--- src/lacs_regs.vh ---
// Constants for the load adaptive current scaler and diagnostic outputs.
// Assumes inclusion by the design files below; definitions only.
`ifndef LACS_REGS_VH
`define LACS_REGS_VH
// -----------------------------------------------------------------------
// Field widths and scaling
// -----------------------------------------------------------------------
`define LACS_LOAD_W        10
`define LACS_PERIOD_W      20
`define LACS_CUR_W         5
`define LACS_THR_SHIFT     5
// -----------------------------------------------------------------------
// Decrement measurement counts per code
// -----------------------------------------------------------------------
`define LACS_DN_CNT0       6'h20
`define LACS_DN_CNT1       6'h08
`define LACS_DN_CNT2       6'h02
`define LACS_DN_CNT3       6'h01
// -----------------------------------------------------------------------
// Diagnostic source select codes
// -----------------------------------------------------------------------
`define LACS_SRC_STALL     2'h0
`define LACS_SRC_CHOP      2'h1
`define LACS_SRC_INDEX     2'h2
`define LACS_SRC_NONE      2'h3
// -----------------------------------------------------------------------
// Filter rate divider and reset values
// -----------------------------------------------------------------------
`define LACS_FILT_DIV      2'h3
`define LACS_CUR_RST       5'h00
`endif

--- src/lacs_scaler.v ---
// Load adaptive current scaler with stall, chopper and index diagnostics.
// Assumes all inputs synchronous to clk_sys; load_valid pulses per result.
//
// Summary of operation
// Low load raises scale by 1,2,4,8
// Decrement by one after 32,8,2,1 highs
// Floor is half or quarter of run
// Disable when step period above low threshold
// Disable when step period below high threshold
// Report actual scale as 5-bit status
// Load source follows active chopper mode
// Filter bit cuts update rate by four
// Below low velocity use run or hold
// Per pin source and output type select
// First pin low during power-on reset
// Stall only inside velocity condition
// Chopper on-state alternates both coils outside voltage mode
// Index pulses at microstep counter zero
// Index lasts one microstep
// Controller treats stall as stop switch
// Lower threshold is field times 32
// Upper threshold is (min+hyst+1) times 32
// Scale saturates at ceiling and floor
// Disabled scaling returns to run current
`timescale 1ns/1ps
`include "lacs_regs.vh"
module lacs_scaler #(
    parameter LOAD_W   = `LACS_LOAD_W,
    parameter PERIOD_W = `LACS_PERIOD_W
) (
    input  wire                clk_sys,
    input  wire                rst_n,

    input  wire                por_active,

    input  wire [1:0]          current_increment_step,
    input  wire [1:0]          current_decrement_rate,
    input  wire [3:0]          lower_load_threshold,
    input  wire [3:0]          upper_load_hysteresis,
    input  wire                min_current_quarter,
    input  wire                load_filter_en,

    input  wire [PERIOD_W-1:0] adaptive_low_velocity_threshold,
    input  wire [PERIOD_W-1:0] adaptive_high_velocity_threshold,
    input  wire [PERIOD_W-1:0] measured_step_period,

    input  wire [4:0]          run_current,
    input  wire [4:0]          hold_current,
    input  wire                standstill,

    input  wire                voltage_mode,
    input  wire                cycle_load_valid,
    input  wire [LOAD_W-1:0]   cycle_mode_load_result,
    input  wire                voltage_load_valid,
    input  wire [LOAD_W-1:0]   voltage_mode_load_result,
    input  wire [LOAD_W-1:0]   voltage_mode_stall_threshold,

    input  wire                chop_on_a,
    input  wire                chop_on_b,
    input  wire [9:0]          microstep_count,

    input  wire [1:0]          diag_a_source,
    input  wire [1:0]          diag_b_source,
    input  wire                diag_a_push_pull,
    input  wire                diag_b_push_pull,

    output reg  [4:0]          current_scale_r,
    output reg  [4:0]          actual_scale_r,
    output reg                 stall_r,

    output wire                diagnostic_out_a_o,
    output wire                diagnostic_out_a_oe,
    output wire                diagnostic_out_b_o,
    output wire                diagnostic_out_b_oe
);
    // -------------------------------------------------------------------
    // Thresholds and enable window
    // -------------------------------------------------------------------
    wire [LOAD_W-1:0] thr_lo = {{(LOAD_W-9){1'b0}}, lower_load_threshold,
                                {`LACS_THR_SHIFT{1'b0}}};
    // Sum of two 4-bit fields plus one never exceeds 31
    wire [4:0] hi_sum = {1'b0, lower_load_threshold}
                      + {1'b0, upper_load_hysteresis} + 5'h01;
    wire [LOAD_W:0] thr_hi = {{(LOAD_W-9){1'b0}}, hi_sum,
                              {`LACS_THR_SHIFT{1'b0}}};

    // -------------------------------------------------------------------
    // Velocity window
    // -------------------------------------------------------------------
    wire vel_ok_lo = measured_step_period <= adaptive_low_velocity_threshold;
    wire vel_ok_hi = measured_step_period >= adaptive_high_velocity_threshold;
    wire scale_en = vel_ok_lo && vel_ok_hi && (lower_load_threshold != 4'h0);

    // -------------------------------------------------------------------
    // Load source and rate filter
    // -------------------------------------------------------------------
    wire              ld_valid = voltage_mode ? voltage_load_valid : cycle_load_valid;
    wire [LOAD_W-1:0] ld_val   = voltage_mode ? voltage_mode_load_result
                                              : cycle_mode_load_result;

    // -------------------------------------------------------------------
    // Rate filter: every fourth valid result when enabled
    // -------------------------------------------------------------------
    reg  [1:0] filt_cnt_r;
    wire       upd = ld_valid && (!load_filter_en || filt_cnt_r == `LACS_FILT_DIV);

    always @(posedge clk_sys or negedge rst_n) begin
        if (!rst_n)
            filt_cnt_r <= 2'h0;
        else if (ld_valid)
            filt_cnt_r <= filt_cnt_r + 2'h1;
    end

    // -------------------------------------------------------------------
    // Scale regulation
    // -------------------------------------------------------------------
    wire [4:0] floor_v = min_current_quarter ? {2'b00, run_current[4:2]}
                                             : {1'b0, run_current[4:1]};
    reg  [3:0] up_step;
    reg  [5:0] dn_need;

    // -------------------------------------------------------------------
    // Increment step decode
    // -------------------------------------------------------------------
    always @* begin
        case (current_increment_step)
            2'h0:    up_step = 4'h1;
            2'h1:    up_step = 4'h2;
            2'h2:    up_step = 4'h4;
            default: up_step = 4'h8;
        endcase
    end

    // -------------------------------------------------------------------
    // Decrement count decode
    // -------------------------------------------------------------------
    always @* begin
        case (current_decrement_rate)
            2'h0:    dn_need = `LACS_DN_CNT0;
            2'h1:    dn_need = `LACS_DN_CNT1;
            2'h2:    dn_need = `LACS_DN_CNT2;
            default: dn_need = `LACS_DN_CNT3;
        endcase
    end

    // -------------------------------------------------------------------
    // Load classification against both thresholds
    // -------------------------------------------------------------------
    wire ld_low  = upd && (ld_val < thr_lo);
    wire ld_high = upd && ({1'b0, ld_val} >= thr_hi);
    // Samples are ignored while the scale is still being clamped
    wire in_band = (current_scale_r <= run_current) && (current_scale_r >= floor_v);

    // -------------------------------------------------------------------
    // Decrement counter: high readings count, a low reading clears
    // -------------------------------------------------------------------
    reg  [5:0] dn_cnt_r;
    reg  [5:0] dn_cnt_nxt;
    reg        dn_hit;
    wire [5:0] dn_cnt_inc = dn_cnt_r + 6'h01;
    always @* begin
        dn_cnt_nxt = dn_cnt_r;
        dn_hit     = 1'b0;
        if (!scale_en) begin
            dn_cnt_nxt = 6'h00;
        end else if (!in_band) begin
            dn_cnt_nxt = dn_cnt_r;
        end else if (ld_low) begin
            dn_cnt_nxt = 6'h00;
        end else if (ld_high) begin
            if (dn_cnt_inc >= dn_need) begin
                dn_cnt_nxt = 6'h00;
                dn_hit     = 1'b1;
            end else begin
                dn_cnt_nxt = dn_cnt_inc;
            end
        end
    end

    always @(posedge clk_sys or negedge rst_n) begin
        if (!rst_n)
            dn_cnt_r <= 6'h00;
        else
            dn_cnt_r <= dn_cnt_nxt;
    end

    // -------------------------------------------------------------------
    // Scale next value, saturating at ceiling and floor
    // -------------------------------------------------------------------
    reg  [4:0] scale_nxt;
    wire [5:0] up_sum = {1'b0, current_scale_r} + {2'b00, up_step};
    always @* begin
        scale_nxt = current_scale_r;
        if (!scale_en)
            scale_nxt = run_current;
        else if (current_scale_r > run_current)
            scale_nxt = run_current;
        else if (current_scale_r < floor_v)
            scale_nxt = floor_v;
        else if (ld_low && (up_sum > {1'b0, run_current}))
            scale_nxt = run_current;
        else if (ld_low)
            scale_nxt = up_sum[4:0];
        else if (dn_hit && (current_scale_r > floor_v))
            scale_nxt = current_scale_r - 5'h01;
    end

    always @(posedge clk_sys or negedge rst_n) begin
        if (!rst_n)
            current_scale_r <= `LACS_CUR_RST;
        else
            current_scale_r <= scale_nxt;
    end

    // -------------------------------------------------------------------
    // Applied current: adaptive or normal setting
    // -------------------------------------------------------------------
    always @(posedge clk_sys or negedge rst_n) begin
        if (!rst_n)
            actual_scale_r <= `LACS_CUR_RST;
        else if (standstill)
            actual_scale_r <= hold_current;
        else if (!vel_ok_lo)
            actual_scale_r <= run_current;
        else
            actual_scale_r <= current_scale_r;
    end

    // -------------------------------------------------------------------
    // Diagnostic sources
    // -------------------------------------------------------------------
    wire stall_cond = voltage_mode
                    ? (voltage_mode_load_result < voltage_mode_stall_threshold)
                    : (cycle_mode_load_result == {LOAD_W{1'b0}});
    always @(posedge clk_sys or negedge rst_n) begin
        if (!rst_n)
            stall_r <= 1'b0;
        else
            stall_r <= stall_cond && vel_ok_lo;
    end

    // -------------------------------------------------------------------
    // Chopper on-state, one coil per clock
    // -------------------------------------------------------------------
    reg chop_sel_r;
    reg chop_r;
    always @(posedge clk_sys or negedge rst_n) begin
        if (!rst_n) begin
            chop_sel_r <= 1'b0;
            chop_r     <= 1'b0;
        end else begin
            chop_sel_r <= ~chop_sel_r;
            chop_r     <= !voltage_mode && (chop_sel_r ? chop_on_b : chop_on_a);
        end
    end

    // -------------------------------------------------------------------
    // Index: high while the microstep counter sits at zero
    // -------------------------------------------------------------------
    reg index_r;
    always @(posedge clk_sys or negedge rst_n) begin
        if (!rst_n)
            index_r <= 1'b0;
        else
            index_r <= microstep_count == 10'h000;
    end

    // -------------------------------------------------------------------
    // Per pin source select and output stage
    // -------------------------------------------------------------------
    wire [3:0] pin_src = {diag_b_source, diag_a_source};
    wire [1:0] pin_pp  = {diag_b_push_pull, diag_a_push_pull};
    wire [1:0] pin_por = {1'b0, por_active};
    wire [1:0] pin_o;
    wire [1:0] pin_oe;
    genvar g;
    generate
        for (g = 0; g < 2; g = g + 1) begin : g_pin
            reg act;
            always @* begin
                case (pin_src[2*g+1:2*g])
                    `LACS_SRC_STALL: act = stall_r;
                    `LACS_SRC_CHOP:  act = chop_r;
                    `LACS_SRC_INDEX: act = index_r;
                    `LACS_SRC_NONE:  act = 1'b0;
                    default:         act = 1'b0;
                endcase
            end

            lacs_diag_pin u_pin (
                .clk_sys   (clk_sys),
                .rst_n     (rst_n),
                .active    (act),
                .push_pull (pin_pp[g]),
                .force_low (pin_por[g]),
                .pin_o     (pin_o[g]),
                .pin_oe    (pin_oe[g])
            );
        end
    endgenerate

    assign diagnostic_out_a_o  = pin_o[0];
    assign diagnostic_out_a_oe = pin_oe[0];
    assign diagnostic_out_b_o  = pin_o[1];
    assign diagnostic_out_b_oe = pin_oe[1];
endmodule // lacs_scaler

--- src/lacs_diag_pin.v ---
// One configurable diagnostic output pin.
// Assumes the source level is synchronous to clk_sys.
`timescale 1ns/1ps
module lacs_diag_pin (
    input  wire       clk_sys,
    input  wire       rst_n,
    input  wire       active,
    input  wire       push_pull,
    input  wire       force_low,
    output reg        pin_o,
    output reg        pin_oe
);
    // -------------------------------------------------------------------
    // Open drain pulls low when active; push-pull drives active high
    // -------------------------------------------------------------------
    always @(posedge clk_sys or negedge rst_n) begin
        if (!rst_n) begin
            pin_o  <= 1'b0;
            pin_oe <= 1'b1;
        end else if (force_low) begin
            pin_o  <= 1'b0;
            pin_oe <= 1'b1;
        end else if (push_pull) begin
            pin_o  <= active;
            pin_oe <= 1'b1;
        end else begin
            pin_o  <= 1'b0;
            pin_oe <= active;
        end
    end
endmodule // lacs_diag_pin

--- config.mk ---
export PLATFORM = sky130hd
export DESIGN_NAME = lacs_scaler
export DESIGN_NICKNAME = d
export VERILOG_FILES = /design/src/lacs_scaler.v /design/src/lacs_diag_pin.v
export VERILOG_INCLUDE_DIRS = /design/src /design/src/src
export SDC_FILE = /design/constraint.sdc
export NUM_CORES = 1
export LEC_CHECK = 0
export ABC_CLOCK_PERIOD_IN_PS = 3500
export BUFFER_PORTS_ARGS = -buffer_cell sky130_fd_sc_hd__clkbuf_2
export CAP_MARGIN = 10
export CORE_MARGIN = 3
export CORE_UTILIZATION = 35
export CTS_BUF_LIST = sky130_fd_sc_hd__clkbuf_2
export CTS_CLUSTER_DIAMETER = 60
export DETAILED_ROUTE_END_ITERATION = 10
export GPL_TIMING_DRIVEN = 1
export SYNTH_ARGS = -nofsm -noshare
export SYNTH_HDL_FRONTEND = slang
export SYNTH_SLANG_ARGS = --single-unit
--- constraint.sdc ---
create_clock -name clk_sys -period 3.5 [get_ports clk_sys]
set_clock_uncertainty 0.1 [all_clocks]
set_input_delay 0.35 -clock clk_sys [delete_from_list [all_inputs] [get_ports clk_sys]]
set_output_delay 0.35 -clock clk_sys [all_outputs]
set_load 0.02 [all_outputs]
# After elaboration in Yosys (flattened, before gate mapping)
# Cells that the tools add are included.
[word_totals]
regBits = 26
inputBits = 139
out_inout_bits = 15
elab_cells = 99
[op_classes]
n_addsub = 6
n_lt_le_gt_ge = 12
n_eq_ne = 14
n_mux = 33
bitwise_logic = 1
n_reduce_logical = 21
[ops]
columns = ["operator", "n"]
rows = [
  ["$mux W5", 8],
  ["$mux W6", 5],
  ["$ge A20 B20 Y1", 1],
  ["$le A20 B20 Y1", 1],
  ["$logic_not A10 Y1", 2],
  ["$pmux W6 S3", 1],
  ["$eq A2 B2 Y1 const B", 7],
  ["$mux W1", 14],
  ["$pmux W4 S3", 1],
  ["$ge A10 B10 Y1", 1],
  ["$logic_and A1 B1 Y1", 10],
  ["$lt A10 B10 Y1", 1],
  ["$lt A10 B9 Y1", 1],
  ["$mux W10", 1],
  ["$eq A2 B1 Y1 const B", 4],
  ["$logic_not A2 Y1", 4],
  ["$pmux W1 S4", 2],
  ["$add A5 B4 Y6", 1],
  ["$add A6 B1 Y6 const B", 1],
  ["$ge A6 B6 Y1", 1],
  ["$gt A6 B5 Y1", 1],
  ["$ne A6 B1 Y1 const B", 1],
  ["$add A4 B4 Y5", 1],
  ["$add A5 B1 Y5 const B", 1],
  ["15 further kinds", 16],
]

# Depth between registers and ports, before layout
# Gate-level depths: netlist of run 1.
[logic_depth]
ltp_word = 15
ltp_mapped = 17
depth_no_buf = 17

# Hierarchy
# A second synthesis of run 1 with hierarchy kept.
[unflattened]
cells_unflattened = 464
area_unflattened_um2 = 3863.7
[by_module_without_submodules]
columns = ["mod", "instances", "cells_each", "area_per_inst_um2", "seq_area_each_um2"]
rows = [
  ["lacs_scaler", 1, 456, 3728.6, 550.5],
  ["lacs_diag_pin", 2, 4, 67.6, 51.3],
]

# Worst setup path after synthesis of run 1
# OpenSTA, ideal clock, no wires.
[synth_timing]
path_type = "flip-flop to flip-flop"
from = "reg current_scale_r[0]"
to = "reg current_scale_r[2]"
setup_time_ps = 125
t_arrival_ps = 3011
t_required_ps = 3275
path_slack_ps = 264
path_stages_with_launch = 16
n_path_buf = 0
period_less_slack_ps = 3236
path_cell_list = "dfrtp_1 -> ha_1 -> inv_1 -> fa_1 -> inv_1 -> a21o_1 -> a21oi_1 -> xnor2_1 -> ha_1 -> o21ai_0 -> a32oi_1 -> a22oi_1 -> or3b_2 -> nand4_1 -> o2bb2ai_1 -> mux2_4"
[synth_via]
elab_chain_len = 7
elab_cells_between_ends = 20
classes_between = "add/sub (2); order compare (6); eq/ne (1); mux (8); reduce/logical (3)"
[synth_rtl]
columns = ["element", "line_no", "rtl"]
rows = [
  ["start, declared", "lacs_scaler.v:67", "output reg [4:0] current_scale_r,"],
  ["start signal, assigned", "lacs_scaler.v:210", "current_scale_r <= `LACS_CUR_RST;"],
  ["start signal, assigned", "lacs_scaler.v:212", "current_scale_r <= scale_nxt;"],
  ["$add A5 B4 Y6 / $sub A5 B1 Y5 (equally long branches)", "lacs_scaler.v:191, lacs_scaler.v:205", ""],
  ["$gt A6 B5 Y1 / $mux W5 (equally long branches)", "lacs_scaler.v:200, lacs_scaler.v:204", ""],
  ["$logic_and A1 B1 Y1 / $mux W5 (equally long branches)", "lacs_scaler.v:200, lacs_scaler.v:202", ""],
  ["$mux W5", "lacs_scaler.v:200", "else if (ld_low && (up_sum > {1'b0, run_current}))"],
  ["$mux W5", "lacs_scaler.v:198", "else if (current_scale_r < floor_v)"],
  ["$mux W5", "lacs_scaler.v:196", "else if (current_scale_r > run_current)"],
  ["$mux W5", "lacs_scaler.v:194", "if (!scale_en)"],
]
# Several ways; a longest one is shown, not always the timed one. The select of a mux whose other input is x is not followed.
# A chain may end at the register's enable or synchronous reset.

# Worst setup path after layout of run 1
[layout_timing]
from = "reg current_scale_r[0]"
to = "reg current_scale_r[3]"
# Same word-level chain as after synthesis.

==> impl.org, run 1 <==
** Synth
- Portion of the post-synthesis area used by sequential elements :: 0.172
- Prevailing post-synth register cell :: sky130_fd_sc_hd__dfrtp_1
- Share of synthesized flip-flops with an asynchronous set or reset :: 1.00
- The number of nets handed over by synthesis was 689.
- Counting flops with a built-in enable in the synthesized netlist gives 0.
- Count of cell types in the netlist :: 65
- Yosys printed 0 warnings.
- Largest area contributor in the synthesized netlist :: sky130_fd_sc_hd__ha_1
- Counting flops and latches in the post-synthesis netlist gives 26.
- Of the post-synthesis cell area, the dominant cell type holds 0.284.
- Mean cell area of the mapped netlist :: about 8 um2
- Mapped cell area :: around 3800 um2
- After technology mapping, the gate count stands at approximately 460.
- Dominant cells by area after synthesis :: sky130_fd_sc_hd__ha_1, sky130_fd_sc_hd__dfrtp_1, sky130_fd_sc_hd__inv_1

** STA
- The count of final hold-check violations was 0.
- The final-report max-slew violation count was 0.
- Final worst-path cycle share :: 0.943
- Worst setup margin :: 201 ps
- Setup violations remaining at the end of the flow were counted as 0.
- Headroom to the max-slew limit came out at 0.497.
- Smallest hold slack :: between 40 and 50 ps
- The worst path in the final design needs a cycle of approximately 3300 ps, including I/O delays and setup.
- For the final routed database, the setup TNS stands at 0 ps.
- Max Freq :: between 0.3 and 0.4 GHz
- Setup repair after global routing left no endpoint under its margin.
- For the pin with the worst max-slew slack, the measured transition is about 750 ps.

** Floorplanning
- The total area inside the core boundary comes to between 10000 and 15000 um2.
- Effective utilization at floorplan :: 0.364
- between 150 and 200 I/O pins were placed.
- Standard-cell rows :: 37
- Die area :: 12100 um2
- The die is 110 um wide.
- Measured along the y axis, the die boundary spans between 100 and 150 um.

** Pwr
- Comb pwr share :: 0.708
- Static leakage :: 2.71 nW
- For this design the ratio of total power to cell area is between 300 and 400 nW/um2.
- VDD sags by at most around 0.00018 V.
- Fraction of power spent switching nets :: 0.463
- The internal portion of the total power is between 0.9 and 1 mW.
- Part of the power in registers :: 0.231
- Switching component of the power :: roughly 0.85 mW
- Of the total power, the clock network draws 0.061.
- Total power :: 1.83 mW

** Place
- Once detailed placement completed, the half-perimeter wirelength came to between 9000 and 10000 um.
- Input/output buffers :: roughly 150
- Global placement routability congestion :: about 1.0
- At the placement stage, the worst setup path has a slack of approximately 73 ps.
- After detailed placement, the total cell area comes to 4740 um2.

** Clock network
- CTS placed an instance of sky130_fd_sc_hd__clkbuf_2 at the clock tree root.
- Insertion delay of the later-clocked pin in the worst-skew pair :: roughly 330 ps
- TritonCTS built the clock tree.
- The clock passes through at most 2 buffers.
- Setup repair bufs after CTS :: 0
- Number of clock sinks :: 26
- In this run the number of H-tree levels came out at 1.
- Clock transition at path regs :: about 230 ps
- Cts bufs inserted :: 3

** GRT
- In the global route stage, met2 resource usage came out at 0.309.
- The initial antenna violation count is 0.
- Maximum number of pins on one net before global-route repair :: 27
- First-pass GRT wire length :: around 17000 um
- Met1 Use GR :: 0.203
- For met3 alone, demand over resource in global routing was 0.0262.
- Number of global-route vias before repair :: between 3k and 4k
- Congestion Overflow GR :: 0
- In the global route stage, overall resource usage came out at 0.168.
- The layer flagged by global routing as most heavily used is met2.

** Routing
- In the routed layout, each cell is associated on average with a via count of about 5.0.
- For this run, design rule violations remaining after detail routing come to 0.
- Final routed wire length divided by cell count :: 13.5 um
- Starting DRT DRC Count :: between 100 and 150
- Across all layers, the routed design uses between 3k and 4k vias.
- Wire length reported by the detailed router :: roughly 10000 um
- Length of the first detailed-routing pass in iterations :: 4
- DRT antenna net count :: 0

** Final layout
- The finished cells cover 4770 um2.
- Most common library cell in the layout ignoring fill and taps :: sky130_fd_sc_hd__clkbuf_2
- From synthesis to final layout, the design area changed by 25.8%.
- Fin nets :: about 850
- Total inserted antenna cells :: 0
- Commonest cells after routing, fill and taps aside :: sky130_fd_sc_hd__clkbuf_2, sky130_fd_sc_hd__ha_1, sky130_fd_sc_hd__inv_1, sky130_fd_sc_hd__a21oi_1, sky130_fd_sc_hd__nand2_1
- Fraction of layout instances using a drive strength above 1 :: 0.298

** Run status
- Status :: completed

** Setup path
- CP Class :: flop to flop
- Required time worst endpoint :: 3700 ps
- Startpoint class of the critical path :: flop
- STA puts the critical path data arrival time at between 3000 and 4000 ps.
- The worst setup path is captured at a flop.
- Of all nets on the critical path, the largest fanout is 5.

** Flow run
- Max-cap violations in this run came to 0.

** Hold path
- Worst min path class :: input pin to flop
[power by group through the flow]
stage | Sequential (mW) | Clock (mW) | Combinational (mW)
2_1_floorplan | 0.484 | 0 | 0.807
3_3_place_gp | 0.429 | 0 | 1.25
3_5_place_dp | 0.428 | 0 | 1.29
4_1_cts | 0.423 | 0.124 | 1.30
5_1_grt | 0.432 | 0.129 | 1.45
6_report | 0.423 | 0.112 | 1.30
[synth_stat cells, drive strengths merged, types with 4 or more instances]
cell type	instances
nand2	34
and4	4
o211ai	5
nor2	21
xnor2	9
inv	75
nor2b	7
dfrtp	24
a211oi	4
nor4	5
nand3	13
ha	86
a21o	8
xor2	4
mux2	7
o21ai	30
nand2b	10
buf	5
a21oi	36
mux2i	12
[final timing paths]
| kind | from | endpoint | slack [ps] | depth (start not counted) |
|---|---|---|---|---|
| worst min register to register | chop_sel_r$_DFF_PN0_ | chop_sel_r$_DFF_PN0_ | 360 | 1 |
| worst max register to register | current_scale_r[0]$_DFFE_PN0P_ | current_scale_r[3]$_DFFE_PN0P_ | 200 | 15 |
| worst min-delay path | microstep_count[9] | index_r$_DFF_PN0_ | 40 | 2 |
| min in group asynchronous | rst_n | dn_cnt_r[1]$_DFFE_PN0P_ | 420 | 2 |
| max in group asynchronous | rst_n | dn_cnt_r[3]$_DFFE_PN0P_ | 2470 | 2 |
| worst max-delay path | current_scale_r[0]$_DFFE_PN0P_ | current_scale_r[3]$_DFFE_PN0P_ | 200 | 15 |
[routing by layer]
metal / part of all wire / routed length, um / vias to the layer above
li1: - / - / 1951
met1: 0.42 / 4320 / 1645
met2: 0.49 / 5000 / 138
met3: 0.071 / 723 / 12
met4: 0.013 / 131 / 0
met5: 0 / 0 / -
[sequential cells by signal, summed over array words and instances (netlist names)]
name,count
stall_r,1
g_pin.u_pin.pin_o,2
chop_sel_r,1
actual_scale_r,5
index_r,1
filt_cnt_r,2
dn_cnt_r,6
current_scale_r,5
chop_r,1
g_pin.u_pin.pin_oe,2
[worst max-delay path: stages (launching register included)]
cell and delay (ps):
sky130_fd_sc_hd__dfrtp_1 440, sky130_fd_sc_hd__ha_1 200, sky130_fd_sc_hd__inv_1 60, sky130_fd_sc_hd__fa_1 390, sky130_fd_sc_hd__inv_1 80, sky130_fd_sc_hd__a21o_1 100
sky130_fd_sc_hd__a21oi_1 80, sky130_fd_sc_hd__xnor2_1 160, sky130_fd_sc_hd__ha_1 310, sky130_fd_sc_hd__o21ai_0 80, sky130_fd_sc_hd__a32oi_1 150, sky130_fd_sc_hd__a22oi_1 120
sky130_fd_sc_hd__or3b_2 470, sky130_fd_sc_hd__nand4_1 190, sky130_fd_sc_hd__o2bb2ai_1 150, sky130_fd_sc_hd__mux2_4 160
[per-stage QoR]
stage,utilization,instances
after floorplan,-,462
after global placement,0.455,751
after detailed placement,0.455,751
after CTS,0.458,756
after global routing,0.458,756
final,0.458,756
[what timing repair did]
item,4_1_cts,5_1_grt
endpoints found under the hold margin,24,0
resized for setup,0,0
hold buffers,1,0
[area by class of cell]
| cell class | count | area, um2 |
|---|---|---|
| fillers | 1080 | 5650 |
| inverters | 75 | 282 |
| multi-input cells | 353 | 2810 |
| repair buffers | 162 | 836 |
| flip-flops and latches | 26 | 653 |
| clock buffers | 4 | 20.0 |
| well taps | 136 | 170 |
[logic make-up (layout without fill, tap and decap cells)]
group,count (synthesis),count (layout),share of synthesized area
xor gates and xnor gates,13,13,0.0300
buffers and inverters,83,241,0.0874
AOI/OAI and AO/OA,109,109,0.182
muxes,19,19,0.0554
DFF,26,26,0.172
adders and majority gates,88,88,0.294
and+or+nand+nor,124,124,0.178
Power figures use the tool's default switching activity.
==> inputs of run 2 (changes only) <==
REMOVE_ABC_BUFFERS = 1   (was unset)
==> run 2 against run 1 <==
Compared with the run above:
- setup slack lost 30 ps
- total power grew 0.71%
- flip-flop and latch count did not move
- via count fell by 0.77%
- final cell count grew 0.26%
- utilization grew 0.30 points
- largest cell class unchanged
- non-clock buffer count grew 2
- routed wire length fell by 1.1%
- largest power group unchanged
- sequential share of layout area shrank 0.089 points
- critical path depth stayed put
- clock-buffer cell count down 1
- global-route usage is 0.15 points lower
==> impl.org, run 2 (same netlist as run 1, synthesis figures left out) <==
** Floorplanning
- The area of the core is 10400 um2 (unchanged).
- The overall die width was 110 um (unchanged).
- The vertical extent of the die is 110 um (unchanged).
- The top-level I/O count came to 154 (unchanged).
- Die area :: 12100 um2 (unchanged)
- Effective utilization at floorplan :: 0.364 (unchanged)
- Standard-cell rows :: 37 (unchanged)

** Pwr
- The sum of internal, switching and leakage power was 1.84 mW (was 1.83 mW).
- The share of power burned in combinational logic was 0.709 (was 0.708).
- The net switching power was 0.860 mW (was 0.847 mW).
- Part of the power in registers :: 0.227 (was 0.231)
- The leakage power total was 2.72 nW (was 2.71 nW).
- Worst voltage drop across the vdd grid :: 0.000200 V (was 0.000180 V)
- Part of the total power dissipated in the clock network :: 0.064 (was 0.061)
- Design internal power :: 0.983 mW (about the same)
- Fraction of power spent switching nets :: 0.467 (was 0.463)
- The total power per unit cell area came to 384 nW/um2 (about the same).

** Hold path
- Worst hold path depth :: 2 (unchanged)
- The hold path startpoint is diag_b_push_pull (was microstep_count[9]).
- Sink of the worst hold path :: g_pin[1].u_pin.pin_oe$_DFF_PN1_ (was index_r$_DFF_PN0_)
- The worst min-delay path class is input pin to flop (unchanged).

** STA
- Final setup violation count :: 0 (unchanged)
- The headroom to the max-slew limit is 0.472 (was 0.497).
- Smallest hold slack :: 71.4 ps (was 41.4 ps)
- The count of final hold-check violations was 0 (unchanged).
- Final Max Slew Viols :: 0 (unchanged)
- Worst setup margin :: 171 ps (was 201 ps)
- Actual transition at the worst max-transition pin :: 791 ps (was 754 ps)
- RSZ-0062 raised after global routing :: no (unchanged)
- The maximum achievable frequency is 0.300 GHz (was 0.303 GHz).
- Final period demand of the worst path :: 3330 ps (was 3300 ps)
- The setup TNS after final layout came to 0 ps (unchanged).
- The part of the cycle the worst path needs came to 0.951 (was 0.943).

** Setup path
- The endpoint of the lowest-slack register-to-register path is current_scale_r[3]$_DFFE_PN0P_ (unchanged).
- CP Cell Sequence: ha_1, inv_1, fa_1, inv_1, a21o_1, a21oi_1, xnor2_1, ha_1, o21ai_0, a32oi_1, a22oi_1, or3b_2, nand4_1, o2bb2ai_1, mux2_4 (unchanged).
- The highest net fanout along the worst path came to 5 (unchanged).
- The critical register-to-register path startpoint was current_scale_r[0]$_DFFE_PN0P_ (unchanged).
- Startpoint class of the critical path :: flop (unchanged)
- The kind of critical path is flop to flop (unchanged).
- The critical path's largest stage delay was 470 ps (about the same).
- Setup slack on the worst flop-to-flop path :: 170 ps (was 200 ps)
- Critical Path Slowest Stage Cell :: sky130_fd_sc_hd__dfrtp_1 (was sky130_fd_sc_hd__or3b_2)
- The worst path arrival time was 3560 ps (was 3500 ps).
- The required time at the worst-slack endpoint came to 3730 ps (was 3700 ps).
- The kind of end point of the critical path was a flop (unchanged).
- The logic depth of the worst register-to-register path came to 15 (unchanged).

** Place
- The total half-perimeter wirelength after legalization and detailed placement is 9030 um (was 9190 um).
- The placed cell count was 751 (unchanged).
- Global placement routability congestion :: 0.880 (was 1.01)
- The port buffer count is 153 (unchanged).
- Post-Place Worst Slack :: 65.9 ps (was 72.7 ps)

** Final layout
- Fraction of layout instances using a drive strength above 1 :: 0.299 (was 0.298)
- Leading registers by flop count: dn_cnt_r x6, actual_scale_r x5, current_scale_r x5 (unchanged).
- The count of non-filler cells in the finished layout came to 758 (was 756).
- Total inserted antenna cells :: 0 (unchanged)
- Most common library cell in the layout ignoring fill and taps :: sky130_fd_sc_hd__clkbuf_2 (unchanged)
- Fin nets :: 850 (was 848)
- Commonest cells after routing, fill and taps aside :: sky130_fd_sc_hd__clkbuf_2, sky130_fd_sc_hd__ha_1, sky130_fd_sc_hd__inv_1, sky130_fd_sc_hd__a21oi_1, sky130_fd_sc_hd__nand2_1 (unchanged)
- The register with the highest flop count was dn_cnt_r (unchanged).
- The layout overhead on the synthesized area was 26.6% (was 25.8%).
- Flip-flop count of the largest register, all copies and words added :: 6 (unchanged)

** Routing
- Via count :: 3717 (was 3746)
- DRT antenna net count :: 0 (unchanged)
- Length of the first detailed-routing pass in iterations :: 4 (unchanged)
- The first-iteration detailed-routing DRC count was 100 (was 131).
- The wire length after detailed routing was 10100 um (was 10200 um).
- The routed via count divided by cell count is 4.90 (was 4.96).
- Final routed wire length divided by cell count :: 13.3 um (was 13.5 um)
- The DRC violation count after routing was 0 (unchanged).

** GRT
- Overall fraction of global-route tracks in use :: 0.166 (was 0.168)
- First-pass GRT wire length :: 16400 um (was 16700 um)
- The pin count of the biggest net entering global routing was 27 (unchanged).
- Congestion Overflow GR :: 0 (unchanged)
- The number of global-route vias before repair is 3757 (was 3841).
- Antenna violations before repair :: 0 (unchanged)

** Run status
- Status: completed (unchanged).

** Clock network
- The post-CTS setup repair buffer count was 0 (unchanged).
- The depth of the CTS H-tree was 1 (unchanged).
- TritonCTS clock tree :: done (unchanged)
- The worst-skew pair later-pin latency is 360 ps (was 330 ps).
- Clock transition at path regs :: 250 ps (was 230 ps)
- Buffer type at the clock tree root :: sky130_fd_sc_hd__clkbuf_2 (unchanged)
- The largest buffer count on any clock path was 2 (unchanged).
- Number of clock sinks :: 26 (unchanged)
- The total clock buffers created by CTS was 3 (unchanged).

** Flow run
- The number of max-cap violations was 0 (unchanged).
[run 2: power by group through the flow]
stage | Clock, mW | Sequential [mW] | Combinational, mW
6_report | 0.119 | 0.418 | 1.31
5_1_grt | 0.131 | 0.425 | 1.47
4_1_cts | 0.121 | 0.417 | 1.30
3_5_place_dp | 0 | 0.422 | 1.29
3_3_place_gp | 0 | 0.421 | 1.26
2_1_floorplan | 0 | 0.492 | 0.768
[run 2: critical path: cells and delay by family, from the launching register on]
kind,cells,cell delay [ps]
AO/OA/AOI/OAI,6,690
buffers and inverters,2,130
XOR/XNOR,1,150
multiplexers,1,170
adder cells (fa/ha/maj),3,940
flip-flops,1,470
AND/OR/NAND/NOR,2,650
[run 2: layer usage]
layer / routed length (um) / vias up / GRT usage
met4: 102 / 0 / 0.0308
met3: 579 / 11 / 0.0210
met2: 5020 / 102 / 0.301
met5: 0 / - / 0
met1: 4360 / 1645 / 0.212
li1: - / 1959 / -
[run 2: through the flow]
step / util / instance area [um2]
after CTS: 0.460 / 4790
after detailed placement: 0.455 / 4740
after global placement: 0.455 / 4740
after floorplan: - / 3740
after global routing: 0.461 / 4800
final: 0.461 / 4800
[run 2: cell type report]
cell class                      instances  area, um2
Inverter                               75        282
Clock buffer                            3       15.0
Timing Repair Buffer                  164        856
Multi-Input combinational cell        353       2820
Clock inverter                          1       3.75
Sequential cell                        26        653
Tap cell                              136        170
Fill cell                            1052       5620
[run 2: worst max path at each step]
stage	from	endpoint	slack, ps	cells after the start
floorplan	current_scale_r[1]$_DFFE_PN0P_	current_scale_r[3]$_DFFE_PN0P_	-160	8
global placement	current_increment_step[1]	current_scale_r[2]$_DFFE_PN0P_	200	14
detailed placement	current_increment_step[1]	current_scale_r[3]$_DFFE_PN0P_	70	15
CTS	current_scale_r[1]$_DFFE_PN0P_	current_scale_r[3]$_DFFE_PN0P_	140	13
global route	current_scale_r[0]$_DFFE_PN0P_	current_scale_r[3]$_DFFE_PN0P_	20	15
finish	current_scale_r[0]$_DFFE_PN0P_	current_scale_r[3]$_DFFE_PN0P_	170	15
[run 2: timing repair]
| action | 4_1_cts | 5_1_grt |
|---|---|---|
| hold buffers | 3 | 0 |
| endpoints found under the hold margin | 25 | 0 |
| endpoints found under the setup margin | 0 | 4 |
| gates resized for setup | 0 | 2 |
==> inputs of run 3 (changes only) <==
CELL_PAD_IN_SITES_DETAIL_PLACEMENT = 1   (was unset)
CELL_PAD_IN_SITES_GLOBAL_PLACEMENT = 1   (was unset)
PLACE_DENSITY_LB_ADDON = 0.1   (was unset)
==> run 3 against run 2 <==
Compared with the run above:
- final area rose by 0.89%
- global-route usage increased by 2.0 points
- utilization increased by 0.41 points
- final cell count is 0.53% higher
- register-to-register slack better by 80 ps
- sequential power grew 1%
- critical path type unchanged
- critical endpoint is now current_scale_r[1]$_DFFE_PN0P_
- largest power group unchanged
- highest routed layer unchanged
==> impl.org, run 3 (same netlist as run 1, synthesis figures left out) <==
** Run status
- Status: completed (unchanged).

** STA
- Final period demand of the worst path :: 3240 ps (was 3330 ps)
- The final setup violation count came to 0 (unchanged).
- Number of hold violations in the final report :: 0 (unchanged)
- Setup Total Neg Slack :: 0 ps (unchanged)
- The pin slew with the least headroom to its limit is 658 ps (was 791 ps).
- The headroom to the max-slew limit was 0.561 (was 0.472).
- The maximum achievable frequency came to 0.308 GHz (was 0.300 GHz).
- The final-report max-slew violation count was 0 (unchanged).
- The part of the cycle the worst path needs is 0.927 (was 0.951).

** Pwr
- The total internal power is 1.02 mW (was 0.983 mW).
- The switching part of the total power is 0.468 (was 0.467).
- Worst voltage drop across the vdd grid :: 0.000202 V (was 0.000200 V)
- The net switching power was 0.897 mW (was 0.860 mW).
- The register share of total power is 0.221 (was 0.227).
- The sum of internal, switching and leakage power came to 1.91 mW (was 1.84 mW).
- The share of power burned in combinational logic is 0.714 (was 0.709).
- Part of the total power dissipated in the clock network :: 0.066 (was 0.064)
- Pwr Density :: 395 nW/um2 (was 384 nW/um2)
- The leakage power total was 2.74 nW (was 2.72 nW).

** Setup path
- Kind of cell with the highest combined delay on the critical path :: adder cells (unchanged)
- The critical path's slowest cell is sky130_fd_sc_hd__dfrtp_1 (unchanged).
- The critical register-to-register path startpoint is current_scale_r[0]$_DFFE_PN0P_ (unchanged).
- Number of cells on the worst reg-to-reg path :: 16 (was 15)
- CP Cell Sequence :: ha_2, inv_1, fa_2, inv_1, a21o_1, a21oi_2, xnor2_1, ha_1, o21ai_0, a32oi_1, a22oi_2, or3b_4, nand4_1, buf_4, a2bb2oi_1, mux2i_1 (was ha_1, inv_1, fa_1, inv_1, a21o_1, a21oi_1, xnor2_1, ha_1, o21ai_0, a32oi_1, a22oi_1, or3b_2, nand4_1, o2bb2ai_1, mux2_4)
- The critical path's largest stage delay was 460 ps (was 470 ps).
- Highest fanout seen on the critical path :: 4 (was 5)
- The critical path startpoint category was a flop (unchanged).
- The worst path arrival time was 3490 ps (was 3560 ps).
- The required time at the worst-slack endpoint was 3750 ps (was 3730 ps).
- The kind of critical path is flop to flop (unchanged).
- The kind of end point of the critical path is a flop (unchanged).
- The internal reg-to-reg setup slack was 260 ps (was 170 ps).
- The endpoint of the lowest-slack register-to-register path is current_scale_r[1]$_DFFE_PN0P_ (was current_scale_r[3]$_DFFE_PN0P_).
- The number of cells on the critical path was 16 (was 15).
- Buffering stage count on the worst path with inverters included :: 3 (was 2)
- Cell repeated most along the worst path :: sky130_fd_sc_hd__inv_1

** Place
- The area after detailed placement is 4770 um2 (was 4740 um2).
- The weighted congestion at the end of routability-driven global placement was 0.835 (was 0.880).
- The total half-perimeter wirelength after legalization and detailed placement was 10100 um (was 9030 um).
- Input/output buffers :: 153 (unchanged)
- Number of instances in the placed design :: 755 (was 751)

** Hold path
- The worst hold path cell count came to 3 (was 2).
- The hold path startpoint is hold_current[3] (was diag_b_push_pull).
- The endpoint of the worst hold path was actual_scale_r[3]$_DFF_PN0_ (was g_pin[1].u_pin.pin_oe$_DFF_PN1_).
- The worst min-delay path class is input pin to flop (unchanged).

** Routing
- Wire length reported by the detailed router :: 11100 um (was 10100 um)
- DRT antenna net count :: 0 (unchanged)
- The detail-routed net length per standard cell came to 14.6 um (was 13.3 um).
- The first-iteration detailed-routing DRC count is 72 (was 100).
- # DRC :: 0 (unchanged)
- Length of the first detailed-routing pass in iterations :: 4 (unchanged)
- The via count of the routed design is 3835 (was 3717).
- Via-to-Cell Ratio :: 5.03 (was 4.90)

** Floorplanning
- The area of the core came to 10400 um2 (unchanged).
- Die Y-Extent :: 110 um (unchanged)
- The top-level I/O count came to 154 (unchanged).
- The row count was 37 (unchanged).
- The effective utilization at floorplan was 0.364 (unchanged).
- Die area :: 12100 um2 (unchanged)
- Horizontal extent of the die :: 110 um (unchanged)

** Clock network
- Buffer type at the clock tree root :: sky130_fd_sc_hd__clkbuf_2 (unchanged)
- The clock edge transition at the registers on the reported setup and hold paths was 280 ps (was 250 ps).
- The CTS tree is done (unchanged).
- Maximum buffer depth of the clock tree :: 2 (unchanged)
- Number of clock sinks :: 26 (unchanged)
- Total number of H-tree levels :: 1 (unchanged)
- The total clock buffers created by CTS is 3 (unchanged).
- The worst-skew pair later-pin latency is 390 ps (was 360 ps).
- Setup repair bufs after CTS :: 0 (unchanged)

** Final layout
- The fraction of final layout cells sized beyond drive strength 1 came to 0.310 (was 0.299).
- Fin nets :: 854 (was 850)
- Non-filler cells, final :: 762 (was 758)
- The most common cell after layout, fill and taps aside is sky130_fd_sc_hd__clkbuf_2 (unchanged).
- The final standard cell area without fillers is 4840 um2 (was 4800 um2).
- The number of flip-flops in the largest register came to 6 (unchanged).
- Leading registers by flop count :: dn_cnt_r x6, actual_scale_r x5, current_scale_r x5 (unchanged)
- Reg with most FFs :: dn_cnt_r (unchanged)
- Commonest cells after routing, fill and taps aside :: sky130_fd_sc_hd__clkbuf_2, sky130_fd_sc_hd__ha_1, sky130_fd_sc_hd__inv_1, sky130_fd_sc_hd__a21oi_1, sky130_fd_sc_hd__nand2_1 (unchanged)
- The fill cell instance count of the final layout was 1335 (was 1052).
- Total inserted antenna cells :: 0 (unchanged)
- Final core occ :: 0.465 (was 0.461)
- The layout overhead on the synthesized area was 27.7% (was 26.6%).

** Flow run
- Max-cap violations :: 0 (unchanged)

** GRT
- The global route total overflow is 0 (unchanged).
- Overall fraction of global-route tracks in use :: 0.186 (was 0.166)
- The initial antenna violation count is 0 (unchanged).
- First-pass GRT wire length :: 18300 um (was 16400 um)
- The pin count of the biggest net entering global routing was 27 (unchanged).
- The number of global-route vias before repair is 4047 (was 3757).
[run 3: tightest hold or removal path: cells and delay by family]
family | cells | cell delay [ps]
buf+inv | 1 | 80
simple gates | 1 | 40
compound gates | 1 | 50
[run 3: repair_timing]
| action | in CTS | in global routing |
|---|---|---|
| resized for setup | 0 | 7 |
| hold buffers | 1 | 2 |
| setup endpoints to repair | 0 | 5 |
| hold endpoints to repair | 24 | 1 |
[run 3: layer usage]
metal | track usage | up-vias | routed length, um
li1 | - | 1961 | -
met1 | 0.221 | 1780 | 4690
met2 | 0.360 | 87 | 5810
met3 | 0.0245 | 7 | 525
met4 | 0.0281 | 0 | 83
met5 | 0 | - | 0
[run 3: power by group through the flow]
stage / Clock (mW) / Sequential, mW / Combinational [mW]
finish: 0.126 / 0.422 / 1.37
CTS: 0.131 / 0.423 / 1.35
global placement: 0 / 0.429 / 1.29
floorplan: 0 / 0.492 / 0.768
global route: 0.143 / 0.433 / 1.55
detailed placement: 0 / 0.429 / 1.34
[run 3: area by class of cell]
class | instances | area, um2 | share of cell area
multi-input combinational | 353 | 2830 | 0.585
timing repair buffer | 168 | 886 | 0.183
sequential | 26 | 653 | 0.135
inverter | 75 | 282 | 0.0581
tap | 136 | 170 | 0.0351
clock buffer | 4 | 20.0 | 0.00413
[run 3: metrics by stage]
| step | hold slack, ps | setup WS (ps) |
|---|---|---|
| floorplan | -45.6 | -156 |
| global placement | 316 | 172 |
| detailed placement | 317 | 6.15 |
| CTS | 6.72 | 128 |
| global route | 18.2 | -0.945 |
| finish | 37.0 | 255 |
[run 3: worst max path at each step]
stage | start | end | slack (ps)
after floorplan | current_scale_r[1]$_DFFE_PN0P_ | current_scale_r[3]$_DFFE_PN0P_ | -160
after global placement | current_increment_step[1] | current_scale_r[4]$_DFFE_PN0P_ | 170
after detailed placement | current_increment_step[1] | current_scale_r[1]$_DFFE_PN0P_ | 6
after CTS | current_scale_r[0]$_DFFE_PN0P_ | current_scale_r[1]$_DFFE_PN0P_ | 130
after global routing | current_scale_r[1]$_DFFE_PN0P_ | current_scale_r[1]$_DFFE_PN0P_ | -0.9
final | current_scale_r[0]$_DFFE_PN0P_ | current_scale_r[1]$_DFFE_PN0P_ | 260
